## src/hw/odsl_pkg.sv

```systemverilog
package odsl_pkg;
    localparam int          ADDR_W     = 3;
    localparam int          VAL_W      = 8;
    localparam int          WORD_W     = ADDR_W + VAL_W;
    localparam int          NUM_CH     = 8;
    localparam logic [VAL_W-1:0] CH_RESET = 8'h00;
    localparam int          CLK_MHZ    = 125;
    localparam int          LINK_NS    = 160;
    localparam int          LINK_CYC   = LINK_NS * CLK_MHZ / 1000;
endpackage : odsl_pkg

```

## src/hw/odsl_port.sv

```systemverilog
module odsl_port (
    input  wire logic                                CLK_I,
    input  wire logic                                SRST_I,
    input  wire logic                                SERIAL_CLK_I,
    input  wire logic                                SELECT_N_I,
    input  wire logic                                SERIAL_DATA_IN_I,
    output logic [odsl_pkg::NUM_CH*odsl_pkg::VAL_W-1:0] CH_VALUES_O,
    output logic                                     LOAD_O
);
    typedef struct packed {
        logic [1:0]                     sclk_sync;
        logic [1:0]                     sel_sync;
        logic [1:0]                     sdi_sync;
        logic                           sclk_prev;
        logic                           sel_prev;
        logic [odsl_pkg::WORD_W-1:0]    shift;
        logic [odsl_pkg::NUM_CH-1:0][odsl_pkg::VAL_W-1:0] ch;
        logic                           load;
    } odsl_state_t;

    odsl_state_t st_reg;
    odsl_state_t st_next;

    logic sclk_s;
    logic sel_s;
    logic sdi_s;
    logic sclk_rise;
    logic sel_rise;
    logic [odsl_pkg::ADDR_W-1:0] word_addr;
    logic [odsl_pkg::VAL_W-1:0]  word_val;

    // Only second stages are read; first stages feed nothing else
    assign sclk_s    = st_reg.sclk_sync[1];
    assign sel_s     = st_reg.sel_sync[1];
    assign sdi_s     = st_reg.sdi_sync[1];
    assign sclk_rise = sclk_s && !st_reg.sclk_prev;
    assign sel_rise  = sel_s && !st_reg.sel_prev;
    // Address leads the word, value trails it
    assign word_addr = st_reg.shift[odsl_pkg::WORD_W-1 -: odsl_pkg::ADDR_W];
    assign word_val  = st_reg.shift[odsl_pkg::VAL_W-1:0];

    always_comb begin
        st_next           = st_reg;
        st_next.sclk_sync = {st_reg.sclk_sync[0], SERIAL_CLK_I};
        st_next.sel_sync  = {st_reg.sel_sync[0], SELECT_N_I};
        st_next.sdi_sync  = {st_reg.sdi_sync[0], SERIAL_DATA_IN_I};
        st_next.sclk_prev = sclk_s;
        st_next.sel_prev  = sel_s;
        st_next.load      = 1'b0;
        // Data and clock share sync depth, so data is stable at the edge
        if (!sel_s && sclk_rise) begin
            // MSB first; oldest extra bits fall off the top
            st_next.shift = {st_reg.shift[odsl_pkg::WORD_W-2:0], sdi_s};
        end
        if (sel_rise) begin
            st_next.ch[word_addr] = word_val;
            st_next.load          = 1'b1;
        end
        if (SRST_I) begin
            st_next = '0;
            st_next.sclk_sync = '1;
            st_next.sel_sync  = '1;
            st_next.sclk_prev = 1'b1;
            st_next.sel_prev  = 1'b1;
            for (int i = 0; i < odsl_pkg::NUM_CH; i++) begin
                st_next.ch[i] = odsl_pkg::CH_RESET;
            end
        end
    end

    always_ff @(posedge CLK_I) begin
        st_reg <= st_next;
    end

    assign CH_VALUES_O = st_reg.ch;
    assign LOAD_O      = st_reg.load;
endmodule : odsl_port

```

## config.mk

```make
export PLATFORM = sky130hd
export DESIGN_NAME = odsl_port
export DESIGN_NICKNAME = d
export VERILOG_FILES = /design/src/hw/odsl_pkg.sv /design/src/hw/odsl_port.sv
export SDC_FILE = /design/constraint.sdc
export NUM_CORES = 1
export LEC_CHECK = 0
export ABC_CLOCK_PERIOD_IN_PS = 3400
export BUFFER_PORTS_ARGS = -buffer_cell sky130_fd_sc_hd__buf_2
export CAP_MARGIN = 20
export CORE_ASPECT_RATIO = 0.9
export CORE_MARGIN = 2
export CORE_UTILIZATION = 40
export DETAILED_ROUTE_END_ITERATION = 7
export PLACE_DENSITY = 0.59
export REMOVE_ABC_BUFFERS = 1
export SLEW_MARGIN = 20
export SYNTH_ARGS = -nofsm -noshare
export SYNTH_HDL_FRONTEND = slang
export SYNTH_SLANG_ARGS = --single-unit
```

## constraint.sdc

```tcl
create_clock -name CLK_I -period 3.4 [get_ports CLK_I]
set_input_delay 0.51 -clock CLK_I [delete_from_list [all_inputs] [get_ports CLK_I]]
set_output_delay 0.51 -clock CLK_I [all_outputs]
set_load 0.03 [all_outputs]
```

==> flow_metrics.py <==
metrics = {
    "drt": {
        "dr.pass1.iters": 4,
        "drc": 0,
        "wire_per_inst_um": 14.13,
        "via_count": 2078,
        "drt-total-wl_um": 6710,
        "ant_nets": 0,
        "vias_per_cell": 4.375,
        "drtIter0Drc": 61,
    },
    "floorplan": {
        "die_area_um2": 10080,
        "die_x_um": 105.6,
        "coreArea_um2": 9084,
        "fp-row-count": 33,
        "start_util_pct": 40.90,
        "die_h_um": 95.43,
        "pin_count": 70,
    },
    "worst_setup_path": {
        "slowest_stage": "buf_2",
        "critPathCaptureType": "register",
        "cp.arrival_ns": 1.86,
        "max_stage_delay_ns": 0.73,
        "criticalPathCategory": "primary input to register",
        "required_ns": 3.62,
        "crit_fanout": 67,
        "worstPathCellList": "buf_2 > buf_4 > nand2b_1 > mux2i_1",
        "startpoint_type": "primary input",
    },
    "synth": {
        "seq_area_frac_synth_pct": 45.27,
        "synth_edf_count": 0,
        "synth_seq_cells": 84,
        "synth.most_common_cell": "dfxtp_1",
        "synth_top_cell_by_area": "dfxtp_1",
        "yosys.cell_types.count": 20,
        "ys.flop_type": "dfxtp_1",
        "syn_area_um2": 3715,
        "ys_top_cells_by_area": "dfxtp_1, mux2i_1, buf_4",
        "ys_warn_count": 0,
        "synthArstFlopShare_pct": 0,
        "synth_common_cells": "dfxtp_1, mux2i_1, nand2b_1",
        "syn_inst": 354,
        "synth_top_area_share_pct": 45.27,
        "synth_area_per_cell_um2": 10.49,
    },
    "final_layout": {
        "antennaDiodeCount": 0,
        "drive_gt1_share_pct": 28.61,
        "fin_area_um2": 3821,
        "nNetsFinal": 353,
        "largest_reg_flops": 64,
        "syn_to_final_growth_pct": 2.863,
    },
    "clocking": {
        "clkLatencyLatePin_ns": 0.35,
        "ctsHoldBuffers": 0,
        "clk_transition_reported_paths_ns": 0.08,
        "cts_setup_buffers": 0,
        "cts_sinks": 84,
        "post_cts_resized": 0,
        "cts_tree": "built",
        "clockBufferDepth": 2,
        "cts.htree.levels": 3,
        "clockRootBuffer": "clkbuf_8",
        "cts_made_buffers": 9,
    },
    "worst_hold_path": {
        "hold_path_class": "primary input to register",
    },
    "grt": {
        "grt_pass1_wl_um": 10450,
        "antenna_found_initial": 0,
        "grt_max_degree": 68,
        "grt_pass1_vias": 1978,
        "grt_overflow": 0,
        "grtUsageTotal_pct": 13.66,
    },
    "sta": {
        "setup_violations": 0,
        "final.period_utilization_pct": 48.20,
        "slew_viol_final": 0,
        "rsz0062_at_grt": "no",
        "timing.setup.tns_ns": 0,
        "clock.fmax_mhz": 610.2,
        "timing.hold.ws_ns": 0.3392,
        "finalHoldViolCount": 0,
        "fin_skew_ns": 0.009243,
        "max_slew_margin_pct": 35.21,
        "worst_pin_slew_ns": 0.9718,
        "period_needed_ns": 1.639,
    },
    "run": {
        "maxCapViolCount": 0,
    },
    "status": {
        "status": "completed",
    },
    "power_and_ir_drop": {
        "power.density_nw_per_um2": 443.9,
        "p_leak_uw": 0.001893,
        "peakVddDrop_v": 0.0001605,
    },
    "place": {
        "dp_hpwl_um": 4434,
        "gp_congestion": 0.7308,
        "place_area_um2": 3627,
        "port_buffers": 69,
    },
}
[metal layers]
metal	share of wire, %	up-vias	track usage (%)
li1	-	1061	-
met1	51	964	18.91
met2	43	44	19.52
met3	4.6	9	4.580
met4	1.6	0	5.592
met5	0	-	0
[layout by cell type, fill, tap and decap left out, drive strengths merged]
| master | netlist | layout |
|---|---|---|
| and2 | 2 | 2 |
| and2b | 1 | 1 |
| and3b | 1 | 1 |
| buf | 79 | 70 |
| clkbuf | 8 | 12 |
| clkinv | 0 | 3 |
| clkinvlp | 0 | 1 |
| dfxtp | 84 | 84 |
| mux2i | 75 | 75 |
| nand2 | 6 | 6 |
| nand2b | 72 | 72 |
| nand3 | 2 | 2 |
| nor2 | 12 | 12 |
| nor2b | 3 | 3 |
| nor3b | 3 | 3 |
| or2 | 6 | 6 |
[report_power, final]
part	internal, uW	switching [uW]	total [uW]	leakage, uW
sequential	987	2.04	989	0.000678
clock	322	349	671	0.0000982
combinational	19.6	17.0	36.7	0.00112
total	1330	368	1700	0.00189
[worst paths after layout]
check | cells past startpoint | startpoint | slack [ns] | endpoint
setup reg to reg | 3 | sel_s | 1.86 | CH_VALUES_O[3]
hold reg to reg | 1 | st_reg[80] | 0.41 | sel_s
setup / recovery | 4 | SRST_I | 1.76 | CH_VALUES_O[54]
hold / removal | 2 | SERIAL_CLK_I | 0.34 | st_reg[82]
[critical path, delay by kind of cell]
family	cells	cell delay (ns)
mux	1	0.07
buf+inv	2	1.11
simple gates	1	0.14
[stage by stage]
stage          utilization, %  std cells  setup slack, ns  power [uW]
2_1_floorplan               -        267            1.956        1031
3_3_place_gp            39.93        459            1.455        1048
3_5_place_dp            39.93        459            1.389        1049
4_1_cts                 42.00        475            1.632        1717
5_1_grt                 42.07        475            1.631        1764
6_report                42.07        475            1.761        1696
[cells by family after synthesis]
logic type             count (synthesis)  share of synthesized area (%)
and+or+nand+nor                      108                          18.56
muxes                                 75                          20.21
buffers and inverters                 87                          15.97
DFF                                   84                          45.27
[cell type report]
cell class	count	area, um^2
Fill cell	950	5263
Clock inverter	4	22.52
Timing Repair Buffer	70	352.8
Clock buffer	12	165.2
Sequential cell	84	1682
Multi-Input combinational cell	183	1446
Tap cell	122	152.6
Note: power is estimated with default switching activity, not from simulation.
